## config.mk

```make
export PLATFORM = sky130hd
export DESIGN_NAME = ucb_uart_ctrl
export DESIGN_NICKNAME = d
export VERILOG_FILES = /design/src/hw/ucb_pkg.sv /design/src/hw/ucb_uart_ctrl.sv
export SDC_FILE = /design/constraint.sdc
export NUM_CORES = 1
export LEC_CHECK = 0
export ABC_AREA = 1
export BUFFER_PORTS_ARGS = -buffer_cell sky130_fd_sc_hd__buf_4
export CAP_MARGIN = 20
export CELL_PAD_IN_SITES_DETAIL_PLACEMENT = 1
export CELL_PAD_IN_SITES_GLOBAL_PLACEMENT = 1
export CORE_UTILIZATION = 47
export DETAILED_ROUTE_END_ITERATION = 8
export GPL_ROUTABILITY_DRIVEN = 0
export GPL_TIMING_DRIVEN = 0
export PLACE_DENSITY_LB_ADDON = 0.1
export RECOVER_POWER = 25
export SYNTH_ARGS = -nofsm -noshare
export SYNTH_HDL_FRONTEND = slang
export SYNTH_SLANG_ARGS = --single-unit
```

## constraint.sdc

```tcl
create_clock -name core_clk_i -period 1.9 [get_ports core_clk_i]
set_input_delay 0.095 -clock core_clk_i [delete_from_list [all_inputs] [get_ports core_clk_i]]
set_output_delay 0.095 -clock core_clk_i [all_outputs]
set_load 0.05 [all_outputs]
```

## src/hw/ucb_pkg.sv

```systemverilog
package ucb_pkg;

    // Register offsets on the plain register port.
    localparam int         ADDR_W    = 3;
    localparam logic [2:0] OFS_CTRL1 = 3'h0;
    localparam logic [2:0] OFS_CTRL2 = 3'h1;
    localparam logic [2:0] OFS_DATA  = 3'h2;
    localparam logic [2:0] OFS_DIV   = 3'h3;
    localparam logic [2:0] OFS_STAT  = 3'h4;
    localparam logic [2:0] OFS_ISTAT = 3'h5;
    localparam logic [2:0] OFS_IMASK = 3'h6;

    // Field positions of the first control register.
    localparam int         C1_UNIT  = 7;
    localparam int         C1_NINE  = 6;
    localparam int         C1_BRK   = 2;
    localparam int         C1_RX9   = 1;
    localparam int         C1_TX9   = 0;
    localparam logic [7:0] C1_WMASK = 8'hc5;

    // Field positions of the line status register.
    localparam int ST_OVR    = 5;
    localparam int ST_RXIDLE = 3;
    localparam int ST_RDY    = 2;
    localparam int ST_TX_IDLE_FLAG  = 1;
    localparam int ST_TEMPTY = 0;

    // Interrupt status and mask layout.
    localparam int IRQ_W      = 3;
    localparam int IRQ_RX     = 0;
    localparam int IRQ_TX_IDLE_FLAG  = 1;
    localparam int IRQ_TEMPTY = 2;

    // Reset values.
    localparam logic [7:0] CTRL1_RST = 8'h00;
    localparam logic [7:0] CTRL2_RST = 8'h00;
    localparam logic [7:0] DIV_RST   = 8'h00;

    // Prescaler lengths, frame lengths and break length in bit times.
    localparam logic [6:0] PRE_LOW    = 7'h40;
    localparam logic [6:0] PRE_HIGH   = 7'h10;
    localparam logic [3:0] FRAME8     = 4'ha;
    localparam logic [3:0] FRAME9     = 4'hb;
    localparam logic [3:0] BREAK_BITS = 4'hd;
    localparam logic [3:0] LAST8      = 4'h7;
    localparam logic [3:0] LAST9      = 4'h8;

    typedef struct packed {
        logic transmitter_enable;
        logic receiver_enable;
        logic baud_high_speed;
        logic address_detect_enable;
        logic wake_enable;
        logic receive_int_enable;
        logic tx_idle_int_enable;
        logic tx_empty_int_enable;
    } ucb_ctrl2_s;

    typedef enum logic [1:0] {TX_IDLE, TX_SHIFT, TX_BREAK} ucb_tx_e;
    typedef enum logic [1:0] {RX_IDLE, RX_START, RX_DATA, RX_STOP} ucb_rx_e;

endpackage

```

## src/hw/ucb_uart_ctrl.sv

```systemverilog
// Our own choices: the strobed register port and the placing of the registers.
`timescale 1ns/100ps

// What this block does
// Transmitter enable low aborts and resets transmitter.
// Transmitter drives pin only when both enabled.
// Receiver enable low aborts and resets receiver.
// Receiver owns pin only when both enabled.
// Baud is clock over 64 or 16 times N+1.
// Free running eight bit divisor timer, N any.
// Address bit one marks word, may interrupt.
// Address bit zero word discarded without interrupt.
// Wake enable set wakes on falling receive edge.
// Wake enable clear never wakes the device.
// Receive enable routes overrun or ready to request.
// Idle enable routes transmitter idle to request.
// Empty enable routes buffer empty to request.
// One data location: write sends, read receives.
// Unit disable flushes, clears transmit and receive enables, sets idle flags.
// Idle flag when empty and nothing being sent.
// Ready flag set when word reaches data register.
// Request is OR of enabled sources.
// Counter reloads divisor; prescaler gives bit period.
module ucb_uart_ctrl
    import ucb_pkg::*;
#(
    parameter int DIV_W = 8
)(
    input  wire logic              core_clk_i,
    input  wire logic              rstn_i,
    input  wire logic [ADDR_W-1:0] addr_i,
    input  wire logic [7:0]        wdata_i,
    input  wire logic              wr_i,
    input  wire logic              rd_i,
    output logic      [7:0]        rdata_o,
    input  wire logic              rx_i,
    input  wire logic              low_power_idle_i,
    output logic                   tx_o,
    output logic                   tx_oe_o,
    output logic                   rx_owned_o,
    output logic                   wake_o,
    output logic                   irq_o
);

    logic [7:0]       ctrl1, next_ctrl1;
    ucb_ctrl2_s       ctrl2, next_ctrl2;
    logic [DIV_W-1:0] divisor, next_divisor;
    logic [IRQ_W-1:0] irq_st, next_irq_st;
    logic [IRQ_W-1:0] irq_mask, next_irq_mask;
    logic [IRQ_W-1:0] flag_q, flags, events;
    logic [7:0]       next_rdata;
    logic             next_irq, next_wake;
    logic [DIV_W-1:0] brg_cnt, next_brg_cnt;
    logic             tick, next_tick;
    ucb_tx_e          tx_st, next_tx_st;
    logic [10:0]      tx_sh, next_tx_sh;
    logic [3:0]       tx_bits, next_tx_bits;
    logic [6:0]       tx_ph, next_tx_ph;
    logic             tx_full, next_tx_full;
    logic [7:0]       tx_buf, next_tx_buf;
    logic             next_tx_pin;
    logic [2:0]       rx_s;
    logic             rx_lvl, next_rx_lvl, rx_fall;
    ucb_rx_e          rx_st, next_rx_st;
    logic [8:0]       rx_sh, next_rx_sh;
    logic [3:0]       rx_bits, next_rx_bits;
    logic [6:0]       rx_ph, next_rx_ph;
    logic             rx_ready, next_rx_ready;
    logic             rx_ovr, next_rx_ovr;
    logic [7:0]       rx_buf, next_rx_buf;
    logic             rx9, next_rx9;
    logic             unit, nine, tx_run, rx_run;
    logic             tx_empty, tx_idle;
    logic [6:0]       pre_cnt, pre_last, half_last;
    logic             wr_data, rd_data;

    // Shared decode of enables, prescaler length and data port access.
    assign unit      = ctrl1[C1_UNIT];
    assign nine      = ctrl1[C1_NINE];
    // both enables
    assign tx_run    = unit & ctrl2.transmitter_enable;
    // both enables
    assign rx_run    = unit & ctrl2.receiver_enable;
    // prescale select
    assign pre_cnt   = ctrl2.baud_high_speed ? PRE_HIGH : PRE_LOW;
    assign pre_last  = pre_cnt - 7'h01;
    assign half_last = (pre_cnt >> 1) - 7'h01;
    // shared data location
    assign wr_data   = wr_i && (addr_i == OFS_DATA);
    assign rd_data   = rd_i && (addr_i == OFS_DATA);
    assign tx_empty  = ~tx_full;
    // idle flag
    assign tx_idle   = tx_empty & (tx_st == TX_IDLE) & ~ctrl1[C1_BRK];

    // Divisor timer runs freely; one tick every N+1 clocks.
    always_comb
    begin
        next_brg_cnt = brg_cnt;
        next_tick    = 1'b0;
        // counter reset
        if (!unit)
            next_brg_cnt = '0;
        // reload and tick
        else if (brg_cnt == '0)
        begin
            next_brg_cnt = divisor;
            next_tick    = 1'b1;
        end
        else
        begin
            next_brg_cnt = brg_cnt - 1'b1;
        end
    end

    always_ff @(posedge core_clk_i or negedge rstn_i)
    begin
        if (!rstn_i)
        begin
            brg_cnt <= '0;
            tick    <= 1'b0;
        end
        else
        begin
            brg_cnt <= next_brg_cnt;
            tick    <= next_tick;
        end
    end

    // Transmitter: holding buffer, shift register and break generator.
    always_comb
    begin
        next_tx_st   = tx_st;
        next_tx_sh   = tx_sh;
        next_tx_bits = tx_bits;
        next_tx_ph   = tx_ph;
        next_tx_full = tx_full;
        next_tx_buf  = tx_buf;
        // abort and flush
        if (!tx_run)
        begin
            next_tx_st   = TX_IDLE;
            next_tx_sh   = '1;
            next_tx_bits = '0;
            next_tx_ph   = '0;
            next_tx_full = 1'b0;
        end
        else
        begin
            // A write while the buffer is full is dropped, not queued.
            if (wr_data && !tx_full)
            begin
                next_tx_buf  = wdata_i;
                next_tx_full = 1'b1;
            end
            unique case (tx_st)
                TX_IDLE:
                begin
                    if (tx_full)
                    begin
                        next_tx_sh   = {1'b1, nine ? ctrl1[C1_TX9] : 1'b1,
                                        tx_buf, 1'b0};
                        next_tx_bits = nine ? FRAME9 : FRAME8;
                        next_tx_ph   = '0;
                        next_tx_full = 1'b0;
                        next_tx_st   = TX_SHIFT;
                    end
                    else if (ctrl1[C1_BRK])
                    begin
                        next_tx_bits = BREAK_BITS;
                        next_tx_ph   = '0;
                        next_tx_st   = TX_BREAK;
                    end
                end
                TX_SHIFT:
                begin
                    // bit period
                    if (tick && tx_ph == pre_last)
                    begin
                        next_tx_ph   = '0;
                        next_tx_sh   = {1'b1, tx_sh[10:1]};
                        next_tx_bits = tx_bits - 1'b1;
                        if (tx_bits == 4'h1)
                            next_tx_st = TX_IDLE;
                    end
                    else if (tick)
                    begin
                        next_tx_ph = tx_ph + 7'h01;
                    end
                end
                TX_BREAK:
                begin
                    // Break lasts at least its minimum and until released.
                    if (tick && tx_ph == pre_last)
                    begin
                        next_tx_ph = '0;
                        if (tx_bits != 4'h0)
                            next_tx_bits = tx_bits - 1'b1;
                    end
                    else if (tick)
                    begin
                        next_tx_ph = tx_ph + 7'h01;
                    end
                    if (tx_bits == 4'h0 && !ctrl1[C1_BRK])
                        next_tx_st = TX_IDLE;
                end
            endcase
        end
        next_tx_pin = (next_tx_st != TX_BREAK) & next_tx_sh[0];
    end

    always_ff @(posedge core_clk_i or negedge rstn_i)
    begin
        if (!rstn_i)
        begin
            tx_st   <= TX_IDLE;
            tx_sh   <= '1;
            tx_bits <= '0;
            tx_ph   <= '0;
            tx_full <= 1'b0;
            tx_buf  <= 8'h00;
            tx_o    <= 1'b1;
            tx_oe_o <= 1'b0;
        end
        else
        begin
            tx_st   <= next_tx_st;
            tx_sh   <= next_tx_sh;
            tx_bits <= next_tx_bits;
            tx_ph   <= next_tx_ph;
            tx_full <= next_tx_full;
            tx_buf  <= next_tx_buf;
            tx_o    <= next_tx_pin;
            tx_oe_o <= tx_run;
        end
    end

    // Receiver: pin filter, mid-bit sampling and word delivery.
    always_comb
    begin
        next_rx_lvl   = (rx_s[1] == rx_s[2]) ? rx_s[2] : rx_lvl;
        rx_fall       = rx_lvl & ~next_rx_lvl;
        next_rx_st    = rx_st;
        next_rx_sh    = rx_sh;
        next_rx_bits  = rx_bits;
        next_rx_ph    = rx_ph;
        next_rx_ready = rx_ready;
        next_rx_ovr   = rx_ovr;
        next_rx_buf   = rx_buf;
        next_rx9      = rx9;
        // abort and flush
        if (!rx_run)
        begin
            next_rx_st    = RX_IDLE;
            next_rx_bits  = '0;
            next_rx_ph    = '0;
            next_rx_ready = 1'b0;
            next_rx_ovr   = 1'b0;
        end
        else
        begin
            // Reading the data location consumes the word first.
            if (rd_data)
            begin
                next_rx_ready = 1'b0;
                next_rx_ovr   = 1'b0;
            end
            unique case (rx_st)
                RX_IDLE:
                begin
                    if (rx_fall)
                    begin
                        next_rx_ph = '0;
                        next_rx_st = RX_START;
                    end
                end
                RX_START:
                begin
                    // A start bit gone high by mid-bit was a glitch.
                    if (tick && rx_ph == half_last)
                    begin
                        next_rx_ph   = '0;
                        next_rx_bits = '0;
                        next_rx_st   = rx_lvl ? RX_IDLE : RX_DATA;
                    end
                    else if (tick)
                    begin
                        next_rx_ph = rx_ph + 7'h01;
                    end
                end
                RX_DATA:
                begin
                    if (tick && rx_ph == pre_last)
                    begin
                        next_rx_ph   = '0;
                        next_rx_sh   = {rx_lvl, rx_sh[8:1]};
                        next_rx_bits = rx_bits + 1'b1;
                        if (rx_bits == (nine ? LAST9 : LAST8))
                            next_rx_st = RX_STOP;
                    end
                    else if (tick)
                    begin
                        next_rx_ph = rx_ph + 7'h01;
                    end
                end
                RX_STOP:
                begin
                    if (tick && rx_ph == pre_last)
                    begin
                        next_rx_ph = '0;
                        next_rx_st = RX_IDLE;
                        // top bit is the address bit either way
                        if (!ctrl2.address_detect_enable || rx_sh[8])
                        begin
                            // overrun keeps the older word
                            if (next_rx_ready)
                            begin
                                next_rx_ovr = 1'b1;
                            end
                            // word to data register
                            else
                            begin
                                next_rx_buf   = nine ? rx_sh[7:0]
                                                     : rx_sh[8:1];
                                next_rx9      = nine ? rx_sh[8] : rx9;
                                next_rx_ready = 1'b1;
                            end
                        end
                    end
                    else if (tick)
                    begin
                        next_rx_ph = rx_ph + 7'h01;
                    end
                end
            endcase
        end
    end

    always_ff @(posedge core_clk_i or negedge rstn_i)
    begin
        if (!rstn_i)
        begin
            rx_s       <= 3'h7;
            rx_lvl     <= 1'b1;
            rx_st      <= RX_IDLE;
            rx_sh      <= '0;
            rx_bits    <= '0;
            rx_ph      <= '0;
            rx_ready   <= 1'b0;
            rx_ovr     <= 1'b0;
            rx_buf     <= 8'h00;
            rx9        <= 1'b0;
            rx_owned_o <= 1'b0;
        end
        else
        begin
            rx_s       <= {rx_s[1:0], rx_i};
            rx_lvl     <= next_rx_lvl;
            rx_st      <= next_rx_st;
            rx_sh      <= next_rx_sh;
            rx_bits    <= next_rx_bits;
            rx_ph      <= next_rx_ph;
            rx_ready   <= next_rx_ready;
            rx_ovr     <= next_rx_ovr;
            rx_buf     <= next_rx_buf;
            rx9        <= next_rx9;
            rx_owned_o <= rx_run;
        end
    end

    // Register file, interrupt collection, read port and wake-up.
    always_comb
    begin
        next_ctrl1    = ctrl1;
        next_ctrl2    = ctrl2;
        next_divisor  = divisor;
        next_irq_st   = irq_st;
        next_irq_mask = irq_mask;
        next_rdata    = 8'h00;
        if (wr_i)
        begin
            case (addr_i)
                OFS_CTRL1:
                begin
                    next_ctrl1 = wdata_i & C1_WMASK;
                    // disable clears transmit and receive enables and break
                    if (unit && !wdata_i[C1_UNIT])
                    begin
                        next_ctrl1[C1_BRK]            = 1'b0;
                        next_ctrl2.transmitter_enable = 1'b0;
                        next_ctrl2.receiver_enable    = 1'b0;
                    end
                end
                OFS_CTRL2: next_ctrl2 = wdata_i;
                OFS_DIV:   next_divisor = wdata_i[DIV_W-1:0];
                OFS_ISTAT: next_irq_st = irq_st & ~wdata_i[IRQ_W-1:0];
                OFS_IMASK: next_irq_mask = wdata_i[IRQ_W-1:0];
                default:   ;
            endcase
        end
        // rising flags, gated by enables
        flags[IRQ_RX]     = rx_ready | rx_ovr;
        flags[IRQ_TX_IDLE_FLAG]  = tx_idle;
        flags[IRQ_TEMPTY] = tx_empty;
        events = flags & ~flag_q & {ctrl2.tx_empty_int_enable,
                                    ctrl2.tx_idle_int_enable,
                                    ctrl2.receive_int_enable};
        // A new event beats a clear in the same cycle.
        next_irq_st = next_irq_st | events;
        // one request
        next_irq = |(next_irq_st & next_irq_mask);
        if (rd_i)
        begin
            case (addr_i)
                OFS_CTRL1: next_rdata = {ctrl1[7:2], rx9, 1'b0};
                OFS_CTRL2: next_rdata = ctrl2;
                // read returns received byte
                OFS_DATA:  next_rdata = rx_buf;
                OFS_DIV:   next_rdata = 8'(divisor);
                OFS_STAT:
                begin
                    next_rdata[ST_OVR]    = rx_ovr;
                    next_rdata[ST_RXIDLE] = rx_st == RX_IDLE;
                    next_rdata[ST_RDY]    = rx_ready;
                    next_rdata[ST_TX_IDLE_FLAG]  = tx_idle;
                    next_rdata[ST_TEMPTY] = tx_empty;
                end
                OFS_ISTAT: next_rdata = 8'(irq_st);
                OFS_IMASK: next_rdata = 8'(irq_mask);
                default:   next_rdata = 8'h00;
            endcase
        end
        // wake only when enabled and asleep
        next_wake = ctrl2.wake_enable & low_power_idle_i & rx_fall;
    end

    always_ff @(posedge core_clk_i or negedge rstn_i)
    begin
        if (!rstn_i)
        begin
            ctrl1    <= CTRL1_RST;
            ctrl2    <= CTRL2_RST;
            divisor  <= DIV_W'(DIV_RST);
            irq_st   <= '0;
            irq_mask <= '0;
            flag_q   <= '1;
            rdata_o  <= 8'h00;
            irq_o    <= 1'b0;
            wake_o   <= 1'b0;
        end
        else
        begin
            ctrl1    <= next_ctrl1;
            ctrl2    <= next_ctrl2;
            divisor  <= next_divisor;
            irq_st   <= next_irq_st;
            irq_mask <= next_irq_mask;
            flag_q   <= flags;
            rdata_o  <= next_rdata;
            irq_o    <= next_irq;
            wake_o   <= next_wake;
        end
    end

endmodule

```

==> results.md, run 1 <==
* Status: finished clean
* Initial DRT Pass Iterations at 4
* Slew headroom at 3.31%
* Die area at between 10,000 and 15,000 µm²
* Layout cells sized above 1 at 17.5%
* GRT met1 Usage at about a third
* Cell area after synthesis at 5950 µm²
* Crit end category: flop
* Hold path depth at 3
* Clk Latency, worst-skew pair at 0.42 ns
* Initial antenna violation count at 0
* Distinct cells, synth at roughly 50
* Clock edge transition at the registers on the reported setup and hold paths at approximately 0.06 ns
* Setup TNS at 0 ns
* Drt wl/cell at 17.4 µm
* Total power at approximately 0.0075 W
* Slew @ Worst Pin at around 1.5 ns
* FMAX at between 500 and 600 MHz
* Main synth FF type: dfrtp_1
* DPL Wire Length at ~11,000 µm
* First-pass GRT wire length at between 20,000 and 30,000 µm
* Die width at 115 µm
* Total track usage at between 20 and 30%
* Area leader, netlist: dfrtp_1
* DRC viols at 0
* FFs w/ async S/R, synth at 100%
* RSZ-0062 raised after global routing: false
* GRT met3 Usage at 5.82%
* Largest net degree at the start of global routing at 67
* GRT Max-Usage Layer: met2
* WHS at 0.0151 ns
* Cts bufs inserted at 17
* Syn nets at approximately 710
* Synth area leaders: dfrtp_1, nand2_1, dfstp_2
* Commonest non-fill, non-tap cell in the layout: nand2_1
* WP data required at roughly 2.2 ns
* Critical Path Start Type: flop
* Initial Utilization at roughly half
* Clock sink total at 121
* GR Layer Usage met2 at between 40% and 50%
* PwrDens at between 1000 and 1500 nW/µm²
* Area Overhead vs Synth at 19.3%
* HP Class: in -> reg
* Part of the cycle the worst path needs at between 90 and 100%
* Ant. Diodes at 0
* Post-layout util at between 50 and 60%
* Max cap viols at 0
* Root buf cell: clkbuf_16
* Max clock buf depth at 2
* Worst Reg-to-Reg Cells at 8
* Final setup fails at 0
* Crit path max fanout at 7
* Synthesized area per cell at about 8.7 µm²
* Number of flops mapped to enable cells by yosys at 0
* Final #Nets at approximately 770
* Fin. Hold Viols at 0
* Row cnt at 40
* Core Region at around 12,000 µm²
* Die Height at roughly 110 µm
* Commonest non-fill, non-tap cells in the layout: nand2_1, dfrtp_1, inv_1, o21ai_0, nor2_1
* Sequential area share after synthesis at roughly 51%
* Synthesized flop and latch total at 121
* Flop2flop setup slack at between 0.1 and 0.15 ns
* Synthesis Warnings at 0
* Buffers on Ports at 29
* DP Cell Count at 884
* Lkg Pwr at between 3 and 4 nW
* DR vias/cell at ~5.4
* CTS tree: built
* Post-Route WL at around 16,000 µm
* CP arrival at around 2.1 ns
* IR drop worst, VDD at 0.622 mV
* CTS H-tree depth at 4
* Fin crit period at approximately 1.8 ns
* Share of the synthesized area in the top cell type at 42.9%
* I/O pins at 30
* Initial drt markers at roughly 330
* Post-DRT Antenna Nets at 0
* Fill cells at about 1,400
* Final Max Slew Viols at 0
* WS Path Type: reg -> reg
* Gr ovfl total at 0
* Post-Layout Cell Count at 924
* Vias in the first global route at around 5,400
* Mapped Cells at slightly below 700
* Clock Skew at between 0.005 and 0.006 ns
* Routed vias at 4,995
-- cell type report --
type	count	area, µm²	area share (%)
buffer	13	97.6	1.37
clock buffer	24	502	7.07
clock inverter	8	92.6	1.30
inverter	83	312	4.39
multi-input combinational	468	2500	35.3
sequential	121	3050	43.0
tap	168	210	2.96
timing repair buffer	39	328	4.62
-- repair_timing --
item	4_1_cts	5_1_grt
setup endpoints to repair	0	18
setup buffers	0	2
hold buffers	7	0
resized for setup	0	9
hold endpoints to repair	63	0
-- kinds of logic (layout without fill, tap and decap cells) --
group | after synthesis | in the layout | share of synthesized area, %
fa+ha+maj | 12 | 12 | 2.48
flops | 121 | 121 | 51.3
compound gates | 159 | 159 | 15.6
mux | 3 | 3 | 0.526
buf+inv | 97 | 167 | 6.92
xor+xnor | 10 | 10 | 1.47
simple gates | 284 | 284 | 21.7
-- power by group --
part	switching, W	total, W	leakage, nW	internal (W)
combinational	0.000846	0.00128	1.48	0.000432
sequential	0.000175	0.00302	1.57	0.00285
clock	0.00114	0.00324	0.296	0.00209
total	0.00217	0.00753	3.35	0.00537
-- per-stage QoR --
stage / worst slack [ns] / cell area (µm²)
after global placement: 0.130 / 6380
after CTS: 0.0757 / 7070
after global routing: 0.00867 / 7100
after detailed placement: 0.110 / 6410
final: 0.130 / 7100
after floorplan: 0.353 / 5950
-- path summary, 6_finish.rpt --
| check | start | to |
|---|---|---|
| setup / recovery | ctrl2[5] | rx_st[0] |
| hold / removal | wdata_i[5] | ctrl2[5] |
| setup reg to reg | ctrl2[5] | rx_st[0] |
| hold reg to reg | rx_s[0] | rx_s[1] |
| max in group asynchronous | rstn_i | rx_s[2] |
| min in group asynchronous | rstn_i | tx_buf[5] |
-- worst max-delay path, cell delays in order, from the launching register on --
cell and delay (ns):
dfrtp_1 0.36, buf_4 0.18, xor2_1 0.36, nand4_1 0.21, nand2_1 0.18, nand2_1 0.09
inv_1 0.07, nand3_1 0.08, o21bai_1 0.17
-- metal layers --
| metal | share of wire (%) | vias to the layer above |
|---|---|---|
| li1 | - | 2390 |
| met1 | 44 | 2479 |
| met2 | 50 | 95 |
| met3 | 3.5 | 31 |
| met4 | 2.5 | 0 |
| met5 | 0 | - |
-- registers in the layout (all words and copies together), names as in the netlist, 2 cells and up --
name      flops
tx_ph         7
rx_sh         9
rx_bits       4
ctrl1         4
tx_bits       4
rx_st         2
tx_buf        8
rx_buf        8
tx_st         2
ctrl2         8
brg_cnt       8
flag_q        3
divisor       8
rx_ph         7
rdata_o       8
tx_sh        11
irq_mask      3
irq_st        3
rx_s          3
-- Yosys cell counts (4+ instances only) --
| cell type | instances |
|---|---|
| o21ai_0 | 62 |
| a31oi_1 | 5 |
| dfrtp_1 | 102 |
| xnor2_1 | 4 |
| nand2_2 | 5 |
| nand4_1 | 10 |
| a22oi_1 | 11 |
| ha_1 | 11 |
| inv_1 | 78 |
| nor2_1 | 58 |
| nand2_1 | 149 |
| dfstp_2 | 19 |
| buf_4 | 4 |
| inv_2 | 5 |
| o21ai_1 | 10 |
| nor3_1 | 5 |
| nor2_4 | 4 |
| xor2_1 | 6 |
| a21oi_1 | 38 |
| nand3_1 | 35 |
| nor2_2 | 4 |
| o21ai_2 | 8 |
| clkbuf_1 | 5 |
| nand2_4 | 4 |
No activity file was read; power rests on OpenSTA's default activity.
==> inputs of run 2 (changes only) <==
BUFFER_PORTS_ARGS = -buffer_cell sky130_fd_sc_hd__buf_2   (was -buffer_cell sky130_fd_sc_hd__buf_4)
GPL_ROUTABILITY_DRIVEN = not set   (was 0)
==> run 2 against run 1 <==
Global-route usage is 0.11 points lower. Design area is 0.93% lower. First-iteration DRC count is 10% lower. Largest cell class unchanged. Via count is 0.32% lower. Utilization is 0.55 points lower. Final cell count stayed put. Sequential power hardly changed. Count of clock-buffer cells in the layout stayed put.
==> results.md, run 2 (synthesis gave the netlist of run 1 again) <==
* Final Max Slew Viols at 0 (unchanged)
* Cts bufs inserted at 17 (unchanged)
* Total track usage at 27.2% (-0.11 points)
* DR vias/cell at 5.39 (-0.32%)
* Root buf cell: clkbuf_16
* Core Region at 12,200 µm² (unchanged)
* Commonest non-fill, non-tap cells in the layout: nand2_1, dfrtp_1, inv_1, o21ai_0, nor2_1
* Final #Nets at 771 (unchanged)
* Layout cells sized above 1 at 16.9% (-0.53 points)
* Max cap viols at 0 (unchanged)
* Crit path max fanout at 5 (-2)
* Max clock buf depth at 2 (unchanged)
* Clock Skew at 0.00878 ns (+0.00303 ns)
* Gr ovfl total at 0 (unchanged)
* FMAX at 562 MHz (-0.46%)
* WS Path Type: reg -> reg
* Sequential cell area at 3050 µm² (unchanged)
* RSZ-0062 raised after global routing: false
* Clock edge transition at the registers on the reported setup and hold paths at 0.05 ns (about the same)
* CTS tree: built
* Clk Latency, worst-skew pair at 0.42 ns (about the same)
* Top Metal Used: met4
* Largest regs: tx_sh x11, rx_sh x9
* Post-DRT Antenna Nets at 0 (unchanged)
* Part of the cycle the worst path needs at 93.6% (+0.43 points)
* Clock sink total at 121 (unchanged)
* Routed vias at 4,979 (-0.32%)
* WHS at 0.0211 ns (+0.00598 ns)
* Initial Utilization at 48.9% (unchanged)
* CP cell instances: ha_1 -> nand3_1 -> nor2_2 -> nand2_2 -> inv_2 -> nor2_4 -> nand2_1 -> nand2_1 -> nand2_1 -> nand3_1 -> o21ai_1
* Post-Route WL at 16,100 µm (about the same)
* Row cnt at 40 (unchanged)
* Met1 wire length at 7010 µm (-1.7%)
* HP Class: in -> reg
* IR drop worst, VDD at 0.643 mV (+3.4%)
* CP max-delay cell: dfrtp_1
* R2r startpoint: tx_ph[0]
* Fin. Hold Viols at 0 (unchanged)
* Die width at 115 µm (unchanged)
* Setup crit start: tx_ph[0]
* Drt wl/cell at 17.4 µm (about the same)
* I/O pins at 30 (unchanged)
* Die Height at 115 µm (unchanged)
* Area Overhead vs Synth at 18.2%
* Met3 wire len at 615 µm (+8.7%)
* Max reg flops at 11 (unchanged)
* Status: finished clean
* CP arrival at 2.08 ns (-0.03 ns)
* Initial DRT Pass Iterations at 5 (+1)
* Fill cells at 1,465 (+2.7%)
* Final WS setup at 0.122 ns (-0.00818 ns)
* Lkg Pwr at 3.33 nW (-0.57%)
* Pre-CTS worst setup slack at 0.0836 ns (-0.0263 ns)
* Die area at 13,100 µm² (unchanged)
* DRC viols at 0 (unchanged)
* CP Buf/Inv Count at 1 (-1)
* Worst Hold Launch: wdata_i[5]
* Ant. Diodes at 0 (unchanged)
* Setup TNS at 0 ns (unchanged)
* DPL Wire Length at 11,300 µm (+2.3%)
* WP data required at 2.20 ns (-0.04 ns)
* Initial drt markers at 297 (-10%)
* CTS H-tree depth at 4 (unchanged)
* RePlAce Congestion at ~0.85
* CP delay by family, top: simple AND/OR/NAND/NOR gates
* First-pass GRT wire length at 27,000 µm (-0.46%)
* Final setup fails at 0 (unchanged)
* CP most frequent cell: nand2_1
* Largest net degree at the start of global routing at 62 (-7.5%)
* Slew @ Worst Pin at 1.44 ns (-0.0139 ns)
* Initial antenna violation count at 0 (unchanged)
* Crit-path max cell delay at 0.39 ns (+0.03 ns)
* Met2 Wirelength at 8150 µm (+1.9%)
* Critical Path Start Type: flop
* Area of the multi-input gates at 2500 µm² (unchanged)
* Fin crit period at 1.78 ns (+0.00818 ns)
* Commonest non-fill, non-tap cell in the layout: nand2_1
* Buffers on Ports at 29 (unchanged)
* PwrDens at 1070 nW/µm² (+0.73%)
* Vias in the first global route at 5,380 (-0.093%)
* Slew headroom at 4.24% (+0.93 points)
* Biggest register: tx_sh
* Crit end category: flop
-- run 2: cell types whose count changed in the layout (fill, tap and decap cells not counted), moves of 2 or more --
| cell | previous run | this run |
|---|---|---|
| clkbuf_8 | 5 | 3 |
| nand2_2 | 7 | 5 |
| clkbuf_2 | 2 | 0 |
| buf_4 | 33 | 6 |
| clkbuf_1 | 5 | 8 |
| buf_2 | 1 | 30 |
-- run 2: power by group --
group	leakage (nW)	switching (W)	internal [W]	total, W
logic	1.46	0.000829	0.000391	0.00122
registers	1.57	0.000175	0.00285	0.00302
clock network	0.294	0.00112	0.00216	0.00328
-- run 2: repair_timing --
item                                    in CTS  in global routing
pin swaps                                    0                  1
hold buffers                                 7                  0
buffers inserted                             0                  2
hold endpoints to repair                    51                  0
gates resized for setup                      0                  6
endpoints found under the setup margin       1                 15
-- run 2: final timing paths --
kind                               to  slack, ns  depth (start not counted)
max                          tx_ph[0]       0.12                         11
min                        divisor[5]       0.02                          3
max reg2reg                  tx_ph[0]       0.12                         11
min reg2reg                   rx_s[1]       0.36                          0
max in group asynchronous    tx_sh[7]       0.36                          3
min in group asynchronous     tx_full       0.60                          2
-- run 2: routing by layer --
layer / up-vias / global-route usage [%]
met1: 2473 / 33.1
met2: 89 / 47.8
li1: 2392 / -
met4: 0 / 9.35
met3: 25 / 5.66
met5: - / 0
-- run 2: per-stage QoR --
| step | instances | total power, W | util [%] | cell area [µm²] |
|---|---|---|---|---|
| after floorplan | 686 | 0.00383 | - | 5950 |
| after global placement | 883 | 0.00416 | 51.9 | 6310 |
| after detailed placement | 884 | 0.00424 | 52.1 | 6340 |
| after CTS | 922 | 0.00757 | 57.6 | 7010 |
| after global routing | 924 | 0.00782 | 57.8 | 7030 |
| final | 924 | 0.00752 | 57.8 | 7030 |
-- run 2: worst reg2reg max path, delay by kind of cell, from the launching register on --
family	cells	cell delay [ns]
AOI/OAI and AO/OA	1	0.06
adders and majority gates	1	0.22
buffers and inverters	1	0.08
DFF	1	0.39
and+or+nand+nor	8	0.91
-- run 2: area by class of cell --
cell class / count / area share [%]
plain buffers: 13 / 1.37
clock inverters: 8 / 1.67
flip-flops and latches: 121 / 43.4
clock buffers: 24 / 6.85
repair buffers: 39 / 3.67
multi-input cells: 468 / 35.6
inverters: 83 / 4.43
well taps: 168 / 2.99
